$ cat src/inc/pbt_pkg.sv
// shared constants and types for the parallel bus transfer-cycle replier
package pbt_pkg;

  // ----------------------------------------------------------------
  // system control line positions (all lines active low on the bus)
  // ----------------------------------------------------------------
  localparam int SC_REQ = 0;    // low while the request phase is on the bus
  localparam int SC_LOCK = 1;
  localparam int SC_EOC = 2;
  localparam int SC_RQRDY = 3;
  localparam int SC_RPRDY = 4;
  localparam int SC_DIR = 6;    // low in the request phase marks a write

  // ----------------------------------------------------------------
  // request phase encodings, as line levels
  // ----------------------------------------------------------------
  localparam logic [1:0] SP_MEM = 2'h3;  // {sc5, sc4}
  localparam logic [1:0] SP_IO = 2'h2;
  localparam logic [1:0] SP_MSG = 2'h1;
  localparam logic [1:0] SP_IC = 2'h0;
  localparam logic [1:0] W_8 = 2'h3;     // {sc3, sc2}
  localparam logic [1:0] W_16 = 2'h2;
  localparam logic [1:0] W_24 = 2'h1;
  localparam logic [1:0] W_32 = 2'h0;
  localparam logic [2:0] W_BYTES_MAX = 3'h4;
  localparam logic [7:0] BCAST_DEST = 8'hFF;

  // ----------------------------------------------------------------
  // agent error codes, line levels {sc7, sc6, sc5}
  // ----------------------------------------------------------------
  localparam logic [2:0] ERR_NONE = 3'h7;
  localparam logic [2:0] ERR_NACK = 3'h3;
  localparam logic [2:0] ERR_WIDTH = 3'h6;
  localparam logic [2:0] ERR_CONT = 3'h5;
  localparam logic [2:0] ERR_DATA = 3'h2;
  localparam logic [2:0] ERR_TNU = 3'h4;

  // ----------------------------------------------------------------
  // reset values of the pin drivers
  // ----------------------------------------------------------------
  localparam logic [3:0] SC_LVL_RST = 4'hF;   // {sc7..sc4} released high
  localparam logic [3:0] SC_OE_N_RST = 4'hF;  // nothing driven
  localparam int FIFO_DEPTH = 8;

  typedef enum {PBT_IDLE, PBT_DATA, PBT_ERR} pbt_state_t;

  // operation parameters held for the whole transfer cycle, except addr, which steps on each memory space beat
  typedef struct packed {
    logic write;
    logic [1:0] space;
    logic [1:0] width;
    logic bcast;
    logic [31:0] addr;
  } pbt_req_t;

  // one received write word as handed to the local side
  typedef struct packed {
    logic [31:0] addr;
    logic [31:0] data;
    logic last;
  } pbt_word_t;

endpackage

$ cat src/rtl/pbt_fifo.sv
// synchronous fifo with registered valid and ready flags
`timescale 1ns/1ps
`default_nettype none
module pbt_fifo #(
  parameter int WIDTH = 65,
  parameter int DEPTH = 8
) (
  input wire logic i_clk,
  input wire logic i_rst_n,
  input wire logic i_in_valid,
  output logic o_in_ready,
  input wire logic [WIDTH-1:0] i_in_data,
  output logic o_out_valid,
  input wire logic i_out_ready,
  output logic [WIDTH-1:0] o_out_data
);
  localparam int AW = $clog2(DEPTH);

  initial begin
    if (DEPTH < 2 || (1 << AW) != DEPTH || WIDTH < 1) begin
      $error("pbt_fifo: depth must be a power of two of at least 2");
    end
  end

  logic [WIDTH-1:0] mem_q [DEPTH];
  logic [AW-1:0] wr_q, wr_d, rd_q, rd_d;
  logic [AW:0] cnt_q, cnt_d;
  logic room_q, room_d, avail_q, avail_d;
  logic push, pop;

  // ----------------------------------------------------------------
  // pointers and flags
  // ----------------------------------------------------------------
  // flags are registered in their port sense so both ports come straight from flops
  always_comb begin
    push = i_in_valid && room_q;
    pop = i_out_ready && avail_q;
    wr_d = push ? wr_q + 1'b1 : wr_q;
    rd_d = pop ? rd_q + 1'b1 : rd_q;
    cnt_d = cnt_q + {{AW{1'b0}}, push} - {{AW{1'b0}}, pop};
    room_d = (cnt_d != DEPTH[AW:0]);
    avail_d = (cnt_d != '0);
  end

  always_ff @(posedge i_clk or negedge i_rst_n) begin
    if (!i_rst_n) begin
      wr_q <= '0;
      rd_q <= '0;
      cnt_q <= '0;
      room_q <= 1'b1;
      avail_q <= 1'b0;
    end else begin
      wr_q <= wr_d;
      rd_q <= rd_d;
      cnt_q <= cnt_d;
      room_q <= room_d;
      avail_q <= avail_d;
    end
  end

  // storage has no reset; nothing reads a slot before it is written
  always_ff @(posedge i_clk) begin
    if (push) begin
      mem_q[wr_q] <= i_in_data;
    end
  end

  assign o_in_ready = room_q;
  assign o_out_valid = avail_q;
  assign o_out_data = mem_q[rd_q];
endmodule
`default_nettype wire

$ cat src/rtl/pbt_replier.sv
// replying agent for transfer cycles on the parallel system bus
`timescale 1ns/1ps
`default_nettype none
module pbt_replier #(
  parameter int MAX_BYTES = 4,
  parameter int MAX_BEATS = 16,
  parameter int MEM_AW = 20,
  parameter logic [31:0] MEM_BASE = 32'h0000_0000,
  parameter logic MEM_RO = 1'b0,
  parameter int IO_AW = 8,
  parameter logic [15:0] IO_BASE = 16'h0000,
  parameter logic [7:0] MSG_ID = 8'h01,
  parameter logic [4:0] SLOT_ID = 5'h01
) (
  input wire logic i_clk,
  input wire logic i_rst_n,
  input wire logic [9:0] i_sc_n,
  output logic [3:0] o_sc_n,
  output logic [3:0] o_sc_oe_n,
  input wire logic [31:0] i_ad_n,
  output logic [31:0] o_ad_n,
  output logic o_ad_oe_n,
  input wire logic i_exc,
  input wire logic i_busy,
  output logic o_wr_valid,
  input wire logic i_wr_ready,
  output pbt_pkg::pbt_word_t o_wr_word,
  input wire logic i_rd_valid,
  input wire logic [31:0] i_rd_data,
  input wire logic i_rd_err,
  output logic o_rd_take,
  output logic [31:0] o_rd_addr,
  output logic o_arb_hold,
  output logic o_local_block
);
  initial begin
    if (MAX_BYTES < 1 || MAX_BYTES > 4 || MAX_BEATS < 1 || MAX_BEATS > 255 ||
        MEM_AW < 1 || MEM_AW > 31 || IO_AW < 1 || IO_AW > 15) begin
      $error("pbt_replier: parameter out of range");
    end
  end

  // ----------------------------------------------------------------
  // bus view; the bus runs on i_clk, so lines are used as sampled
  // ----------------------------------------------------------------
  logic lock, eoc, rqr, req_ph, sc4_on;
  logic [1:0] space_c, width_c;
  logic wr_c, bcast_c, sel_c, tnu_c, werr_c, hs;
  logic [2:0] wbytes_c, rq_err;
  logic [31:0] addr_c;

  pbt_pkg::pbt_state_t state_q, state_d;
  pbt_pkg::pbt_req_t req_q, req_d;
  logic [2:0] pend_q, pend_d;
  logic [7:0] beats_q, beats_d;
  logic [3:0] lvl_q, lvl_d, oe_n_q, oe_n_d;
  logic [31:0] ad_q, ad_d;
  logic ad_oe_n_q, ad_oe_n_d, take_q, take_d;
  logic hold_q, hold_d, block_q, block_d;
  logic push, fifo_rdy;
  pbt_pkg::pbt_word_t push_word;

  assign lock = !i_sc_n[pbt_pkg::SC_LOCK];
  assign eoc = !i_sc_n[pbt_pkg::SC_EOC];
  assign rqr = !i_sc_n[pbt_pkg::SC_RQRDY];
  assign req_ph = !i_sc_n[pbt_pkg::SC_REQ];
  assign sc4_on = !lvl_q[0];
  assign addr_c = ~i_ad_n;

  // ----------------------------------------------------------------
  // request phase decode
  // ----------------------------------------------------------------
  // space decode
  assign space_c = {i_sc_n[5], i_sc_n[4]};
  assign width_c = {i_sc_n[3], i_sc_n[2]};
  assign wr_c = !i_sc_n[pbt_pkg::SC_DIR];
  assign wbytes_c = pbt_pkg::W_BYTES_MAX - {1'b0, width_c};
  // broadcast is a message write to ff
  assign bcast_c = (space_c == pbt_pkg::SP_MSG) && wr_c &&
                   (addr_c[7:0] == pbt_pkg::BCAST_DEST);

  // address match per space; both low is interconnect
  always_comb begin
    case (space_c)
      pbt_pkg::SP_MEM: sel_c = (addr_c[31:MEM_AW] == MEM_BASE[31:MEM_AW]);
      pbt_pkg::SP_IO: sel_c = (addr_c[15:IO_AW] == IO_BASE[15:IO_AW]);
      pbt_pkg::SP_MSG: sel_c = bcast_c || (addr_c[7:0] == MSG_ID);
      pbt_pkg::SP_IC: sel_c = (addr_c[15:11] == SLOT_ID);
      default: sel_c = 1'b0;
    endcase
  end

  assign tnu_c = ((space_c == pbt_pkg::SP_MSG) && (width_c != pbt_pkg::W_32 || !wr_c)) ||
                 ((space_c == pbt_pkg::SP_IC) && (width_c != pbt_pkg::W_8)) ||
                 ((space_c == pbt_pkg::SP_MEM) && wr_c && MEM_RO);
  assign werr_c = ({29'h0, wbytes_c} > MAX_BYTES);

  // request errors: not understood, then width, then nack
  always_comb begin
    if (tnu_c) begin
      rq_err = pbt_pkg::ERR_TNU;
    end else if (werr_c) begin
      rq_err = pbt_pkg::ERR_WIDTH;
    end else if (i_busy) begin
      rq_err = pbt_pkg::ERR_NACK;
    end else begin
      rq_err = pbt_pkg::ERR_NONE;
    end
  end

  // in a broadcast the requester drives sc4 itself
  assign hs = rqr && (req_q.bcast ? !i_sc_n[pbt_pkg::SC_RPRDY] : sc4_on);

  // ----------------------------------------------------------------
  // transfer cycle state machine
  // ----------------------------------------------------------------
  always_comb begin
    state_d = state_q;
    req_d = req_q;
    pend_d = pend_q;
    beats_d = beats_q;
    lvl_d = lvl_q;
    oe_n_d = oe_n_q;
    ad_d = ad_q;
    ad_oe_n_d = ad_oe_n_q;
    take_d = 1'b0;
    push = 1'b0;
    case (state_q)
      pbt_pkg::PBT_IDLE: begin
        lvl_d = pbt_pkg::SC_LVL_RST;
        oe_n_d = pbt_pkg::SC_OE_N_RST;
        ad_oe_n_d = 1'b1;
        if (req_ph && sel_c && !i_exc) begin
          req_d = '{write: wr_c, space: space_c, width: width_c,
                    bcast: bcast_c, addr: addr_c};
          beats_d = '0;
          pend_d = pbt_pkg::ERR_NONE;
          if (bcast_c) begin
            state_d = pbt_pkg::PBT_DATA;
          end else if (rq_err != pbt_pkg::ERR_NONE) begin
            // ready plus code on the first handshake
            state_d = pbt_pkg::PBT_ERR;
            lvl_d = {rq_err, 1'b0};
            oe_n_d = 4'h0;
          end else begin
            state_d = pbt_pkg::PBT_DATA;
            oe_n_d = 4'h0;
          end
        end
      end
      pbt_pkg::PBT_DATA: begin
        if (hs) begin
          lvl_d[0] = 1'b1;
          beats_d = beats_q + 8'h01;
          if (req_q.space == pbt_pkg::SP_MEM) begin
            req_d.addr = req_q.addr + {29'h0, wbytes_of(req_q.width)};
          end
          if (eoc) begin
            state_d = pbt_pkg::PBT_IDLE;
          end else if (req_q.width == pbt_pkg::W_24 && !req_q.bcast) begin
            pend_d = pbt_pkg::ERR_TNU;
          end else if ((req_q.space == pbt_pkg::SP_IC ||
                       beats_d >= MAX_BEATS[7:0]) && !req_q.bcast) begin
            // next beat would overrun this agent
            pend_d = pbt_pkg::ERR_CONT;
          end
          // broadcast data only taken, never driven
          push = req_q.write && fifo_rdy;
        end else if (req_q.bcast) begin
          lvl_d = pbt_pkg::SC_LVL_RST;
        end else if (pend_q != pbt_pkg::ERR_NONE && rqr) begin
          state_d = pbt_pkg::PBT_ERR;
          lvl_d = {pend_q, 1'b0};
        end else if (req_q.write) begin
          // hold ready off while the fifo is full
          lvl_d[0] = !(fifo_rdy && pend_q == pbt_pkg::ERR_NONE);
        end else if (!sc4_on && !take_q && i_rd_valid && pend_q == pbt_pkg::ERR_NONE) begin
          ad_d = ~i_rd_data;
          ad_oe_n_d = 1'b0;
          take_d = 1'b1;
          if (i_rd_err) begin
            // data error on the handshake with that data
            state_d = pbt_pkg::PBT_ERR;
            lvl_d = {pbt_pkg::ERR_DATA, 1'b0};
          end else begin
            lvl_d[0] = 1'b0;
          end
        end
        if (i_exc) begin
          state_d = pbt_pkg::PBT_IDLE;
          lvl_d = pbt_pkg::SC_LVL_RST;
          oe_n_d = pbt_pkg::SC_OE_N_RST;
          ad_oe_n_d = 1'b1;
          push = 1'b0;
        end
      end
      pbt_pkg::PBT_ERR: begin
        ad_oe_n_d = req_q.write;
        // end of cycle releases only this cycle
        if ((eoc && rqr) || i_exc) begin
          state_d = pbt_pkg::PBT_IDLE;
          lvl_d = pbt_pkg::SC_LVL_RST;
          oe_n_d = pbt_pkg::SC_OE_N_RST;
          ad_oe_n_d = 1'b1;
        end
      end
      default: begin
        state_d = pbt_pkg::PBT_IDLE;
      end
    endcase
  end

  function automatic logic [2:0] wbytes_of(input logic [1:0] w);
    wbytes_of = pbt_pkg::W_BYTES_MAX - {1'b0, w};
  endfunction

  always_ff @(posedge i_clk or negedge i_rst_n) begin
    if (!i_rst_n) begin
      state_q <= pbt_pkg::PBT_IDLE;
      req_q <= '0;
      pend_q <= pbt_pkg::ERR_NONE;
      beats_q <= '0;
      lvl_q <= pbt_pkg::SC_LVL_RST;
      oe_n_q <= pbt_pkg::SC_OE_N_RST;
      ad_q <= '0;
      ad_oe_n_q <= 1'b1;
      take_q <= 1'b0;
    end else begin
      state_q <= state_d;
      req_q <= req_d;
      pend_q <= pend_d;
      beats_q <= beats_d;
      lvl_q <= lvl_d;
      oe_n_q <= oe_n_d;
      ad_q <= ad_d;
      ad_oe_n_q <= ad_oe_n_d;
      take_q <= take_d;
    end
  end

  // ----------------------------------------------------------------
  // lock tracking
  // ----------------------------------------------------------------
  // block stays up until unlock even after our cycle is over
  always_comb begin
    hold_d = lock;
    // local port shut while locked access is open
    block_d = lock && (block_q || state_q != pbt_pkg::PBT_IDLE);
  end

  always_ff @(posedge i_clk or negedge i_rst_n) begin
    if (!i_rst_n) begin
      hold_q <= 1'b0;
      block_q <= 1'b0;
    end else begin
      hold_q <= hold_d;
      block_q <= block_d;
    end
  end

  // ----------------------------------------------------------------
  // write data buffer
  // ----------------------------------------------------------------
  // outside a broadcast a full fifo withholds sc4, which stalls the requester; in a broadcast the word is dropped
  assign push_word = '{addr: req_q.addr, data: addr_c, last: eoc};

  pbt_fifo #(
    .WIDTH($bits(pbt_pkg::pbt_word_t)),
    .DEPTH(pbt_pkg::FIFO_DEPTH)
  ) u_fifo (
    .i_clk(i_clk),
    .i_rst_n(i_rst_n),
    .i_in_valid(push),
    .o_in_ready(fifo_rdy),
    .i_in_data(push_word),
    .o_out_valid(o_wr_valid),
    .i_out_ready(i_wr_ready),
    .o_out_data(o_wr_word)
  );

  assign o_sc_n = lvl_q;
  assign o_sc_oe_n = oe_n_q;
  assign o_ad_n = ad_q;
  assign o_ad_oe_n = ad_oe_n_q;
  assign o_rd_take = take_q;
  assign o_rd_addr = req_q.addr;
  assign o_arb_hold = hold_q;
  assign o_local_block = block_q;
endmodule
`default_nettype wire
$ cat config.mk
export PLATFORM = sky130hd
export DESIGN_NAME = pbt_replier
export DESIGN_NICKNAME = d
export VERILOG_FILES = /design/src/inc/pbt_pkg.sv /design/src/rtl/pbt_fifo.sv /design/src/rtl/pbt_replier.sv
export SDC_FILE = /design/constraint.sdc
export NUM_CORES = 1
export LEC_CHECK = 0
export ABC_AREA = 1
export BUFFER_PORTS_ARGS = -buffer_cell sky130_fd_sc_hd__buf_2
export CAP_MARGIN = 20
export CORE_UTILIZATION = 27
export DETAILED_ROUTE_END_ITERATION = 8
export GPL_ROUTABILITY_DRIVEN = 0
export HOLD_SLACK_MARGIN = 0.06
export PLACE_DENSITY = 0.49
export SLEW_MARGIN = 15
export SYNTH_ARGS = -nofsm -noshare
export SYNTH_HDL_FRONTEND = slang
export SYNTH_HIERARCHICAL = 1
export SYNTH_SLANG_ARGS = --single-unit
$ cat constraint.sdc
create_clock -name i_clk -period 12.3 [get_ports i_clk]
set_input_delay 1.23 -clock i_clk [delete_from_list [all_inputs] [get_ports i_clk]]
set_output_delay 1.23 -clock i_clk [all_outputs]
set_load 0.1 [all_outputs]
==> impl_metrics.json <==
{
  "grt_antenna_before_repair": 7,
  "worst_path_most_repeated_cell": "inv_1",
  "fin_crit_ns": 5.38,
  "critical_path_arrival_ns": 5.61,
  "ys.flop_type": "edfxtp_1",
  "worstPathMaxFanout": 45,
  "tightest_slew_ns": 1.12,
  "dr.pass1.iters": 5,
  "ys_seq_elements": 623,
  "slowest_stage": "nor2_4",
  "grt_max_degree": 103,
  "grt_pass1_vias": 19044,
  "wl_um": 81300,
  "n_antenna_cell": 0,
  "grt_overflow": 0,
  "syn-instance-count": 3164,
  "clk_pin_slew_worst_paths_ns": 0.06,
  "tritoncts": "yes",
  "r2r_cells": 13,
  "critical-path-max-stage-delay_ns": 0.89,
  "num_vias": 20191,
  "fmax_mhz": 186,
  "chipHeight_um": 330,
  "yosysSeqAreaShare_pct": 62.7,
  "cts.sinks": 623,
  "drt_iter0_drc": 1405,
  "status": "complete, no violations",
  "mostFrequentLayoutCells": "nand2_1, inv_1, edfxtp_1, nand3_1, buf_2",
  "worstSkewPairLatency_ns": 0.63,
  "yosysWarnings": 6,
  "final_common_cell": "nand2_1",
  "grt_usage_pct": 14.9,
  "powerDensity_mw_per_mm2": 273,
  "yosysTopAreaCell": "edfxtp_1",
  "rsz0062_at_grt": "false",
  "synthesis.nets": 3263,
  "area_growth_pct": 16.0,
  "initial_core_util_pct": 27.4,
  "finalHoldViolCount": 0,
  "p_leak_nw": 15.6,
  "period_share_pct": 43.8,
  "cts_setup_buffers": 0,
  "synth_top_area_share_pct": 53.8,
  "fin_util_pct": 31.8,
  "dp_hpwl_um": 49400,
  "holdCritPathClass": "flop to flop",
  "clock_path_buffers": 3,
  "syn_area_mm2": 0.0290,
  "yosys-top-cells-area": "edfxtp_1, nand2_1, inv_1",
  "pre_cts_ws_ns": 6.94,
  "drive_gt1_share_pct": 11.8,
  "root_buffer": "clkbuf_16",
  "pin_count": 223,
  "fin_skew_ns": 0.0399,
  "postCtsHoldBufs": 0,
  "cp_cell_sequence": "inv_1, ha_2, inv_2, nor2_1, inv_1, nor2_1, inv_1, nor3_1, nand2_1, inv_1, nand2_1, nor2_4, buf_4",
  "core_area_mm2": 0.106,
  "max_cap_viol_count": 0,
  "n_fill_cell": 11021,
  "antenna_left": 0,
  "relSlewSlack_pct": 25.3,
  "die_x_um": 330,
  "end_kind": "flop",
  "fp.dieArea_mm2": 0.109,
  "vias_per_cell": 4.23,
  "grt_pass1_wl_um": 121000,
  "synth_cell_types": 40,
  "rows": 119,
  "final_max_slew_viol_count": 0,
  "min_path_cells": 2,
  "cts_resized": 0,
  "nNetsFinal": 3431,
  "tns_ns": 0,
  "crit_required_ns": 12.53,
  "vdd_drop_max_v": 0.000251,
  "io_buffers": 219,
  "async_flop_share_pct": 16.5,
  "syn-mean-instance-area_um2": 9.18,
  "fin_ws_ns": 6.92,
  "setup_viol": 0,
  "crit_type": "flop to flop",
  "wl_per_cell_um": 17.0,
  "synth_edf_count": 520,
  "cts_buffers": 70,
  "worstSetupStartpointType": "flop",
  "cts_max_level": 3,
  "drc": 0
}
path summary, 6_finish.rpt:
check | slack, ns | endpoint | from
max | 6.92 | u_fifo/mem_q[5][35] | state_q[1]
min | 0.47 | o_sc_n[2] | o_sc_n[2]
max reg2reg | 6.92 | u_fifo/mem_q[5][35] | state_q[1]
min reg2reg | 0.47 | o_sc_n[2] | o_sc_n[2]
max in group asynchronous | 10.39 | o_ad_n[2] | i_rst_n
min in group asynchronous | 0.60 | o_arb_hold | i_rst_n
cells in the mapped netlist (7+ instances only):
library cell,n
dfstp_2,9
nand2_1,1126
buf_4,58
xor2_1,12
a21oi_1,20
ha_1,16
inv_1,637
buf_2,60
nor2_1,93
clkbuf_1,28
o21ai_0,105
nand3_1,306
buf_1,7
edfxtp_1,520
nor3_1,11
dfrtp_1,94
worst max-delay path, delay by kind of cell, from the launching register on:
kind	cells	cell delay [ns]
simple gates	6	1.93
buf+inv	6	1.79
fa+ha+maj	1	0.81
flops	1	0.40
metal layers:
metal / GRT usage, % / vias up / part of all wire [%]
li1: - / 10150 / -
met3: 3.28 / 94 / 6.4
met5: 0 / - / 0.065
met2: 24.2 / 491 / 46
met4: 3.72 / 10 / 1.6
met1: 20.1 / 9446 / 45
state kept, by name, indices dropped and copies added, names as in the netlist, 2 cells and up:
name	count
u_fifo/rd_q	3
u_fifo/mem_q	520
pend_q	2
beats_q	8
req_q	6
o_ad_n	32
u_fifo/wr_q	3
u_fifo/cnt_q	4
o_rd_addr	32
state_q	2
o_sc_n	4
metrics by stage:
| step | power, W | instances | area, µm² | hold WS, ns |
|---|---|---|---|---|
| finish | 0.00920 | 4777 | 33700 | 0.469 |
| global placement | 0.00712 | 4651 | 31300 | 0.460 |
| detailed placement | 0.00713 | 4651 | 31300 | 0.459 |
| global route | 0.00968 | 4777 | 33700 | 0.494 |
| floorplan | 0.00617 | 3164 | 29000 | 0.450 |
| CTS | 0.00933 | 4777 | 33700 | 0.475 |
kinds of logic (layout without fill, tap and decap cells):
family | after synthesis | count (layout) | synth area share (%)
and+or+nand+nor | 1562 | 1562 | 21.9
buffers and inverters | 800 | 1022 | 11.5
DFF | 623 | 623 | 62.7
AOI/OAI and AO/OA | 143 | 143 | 2.60
adders and majority gates | 18 | 18 | 0.827
xor gates and xnor gates | 18 | 18 | 0.543
final cells by class:
type / instances / area (µm²) / share of cell area (%)
repair buffers: 254 / 1360 / 4.04
flip-flops and latches: 623 / 18200 / 54.1
clock buffers: 91 / 1910 / 5.69
well taps: 1391 / 1740 / 5.17
inverters: 642 / 2420 / 7.19
multi-input cells: 1741 / 7570 / 22.5
clock inverters: 35 / 454 / 1.35
power by group:
| group | switching (W) | internal, W |
|---|---|---|
| logic | 0.00354 | 0.000737 |
| clock network | 0.000856 | 0.00131 |
| registers | 0.000245 | 0.00251 |
| total | 0.00464 | 0.00456 |
No activity file was read; power rests on OpenSTA's default activity.
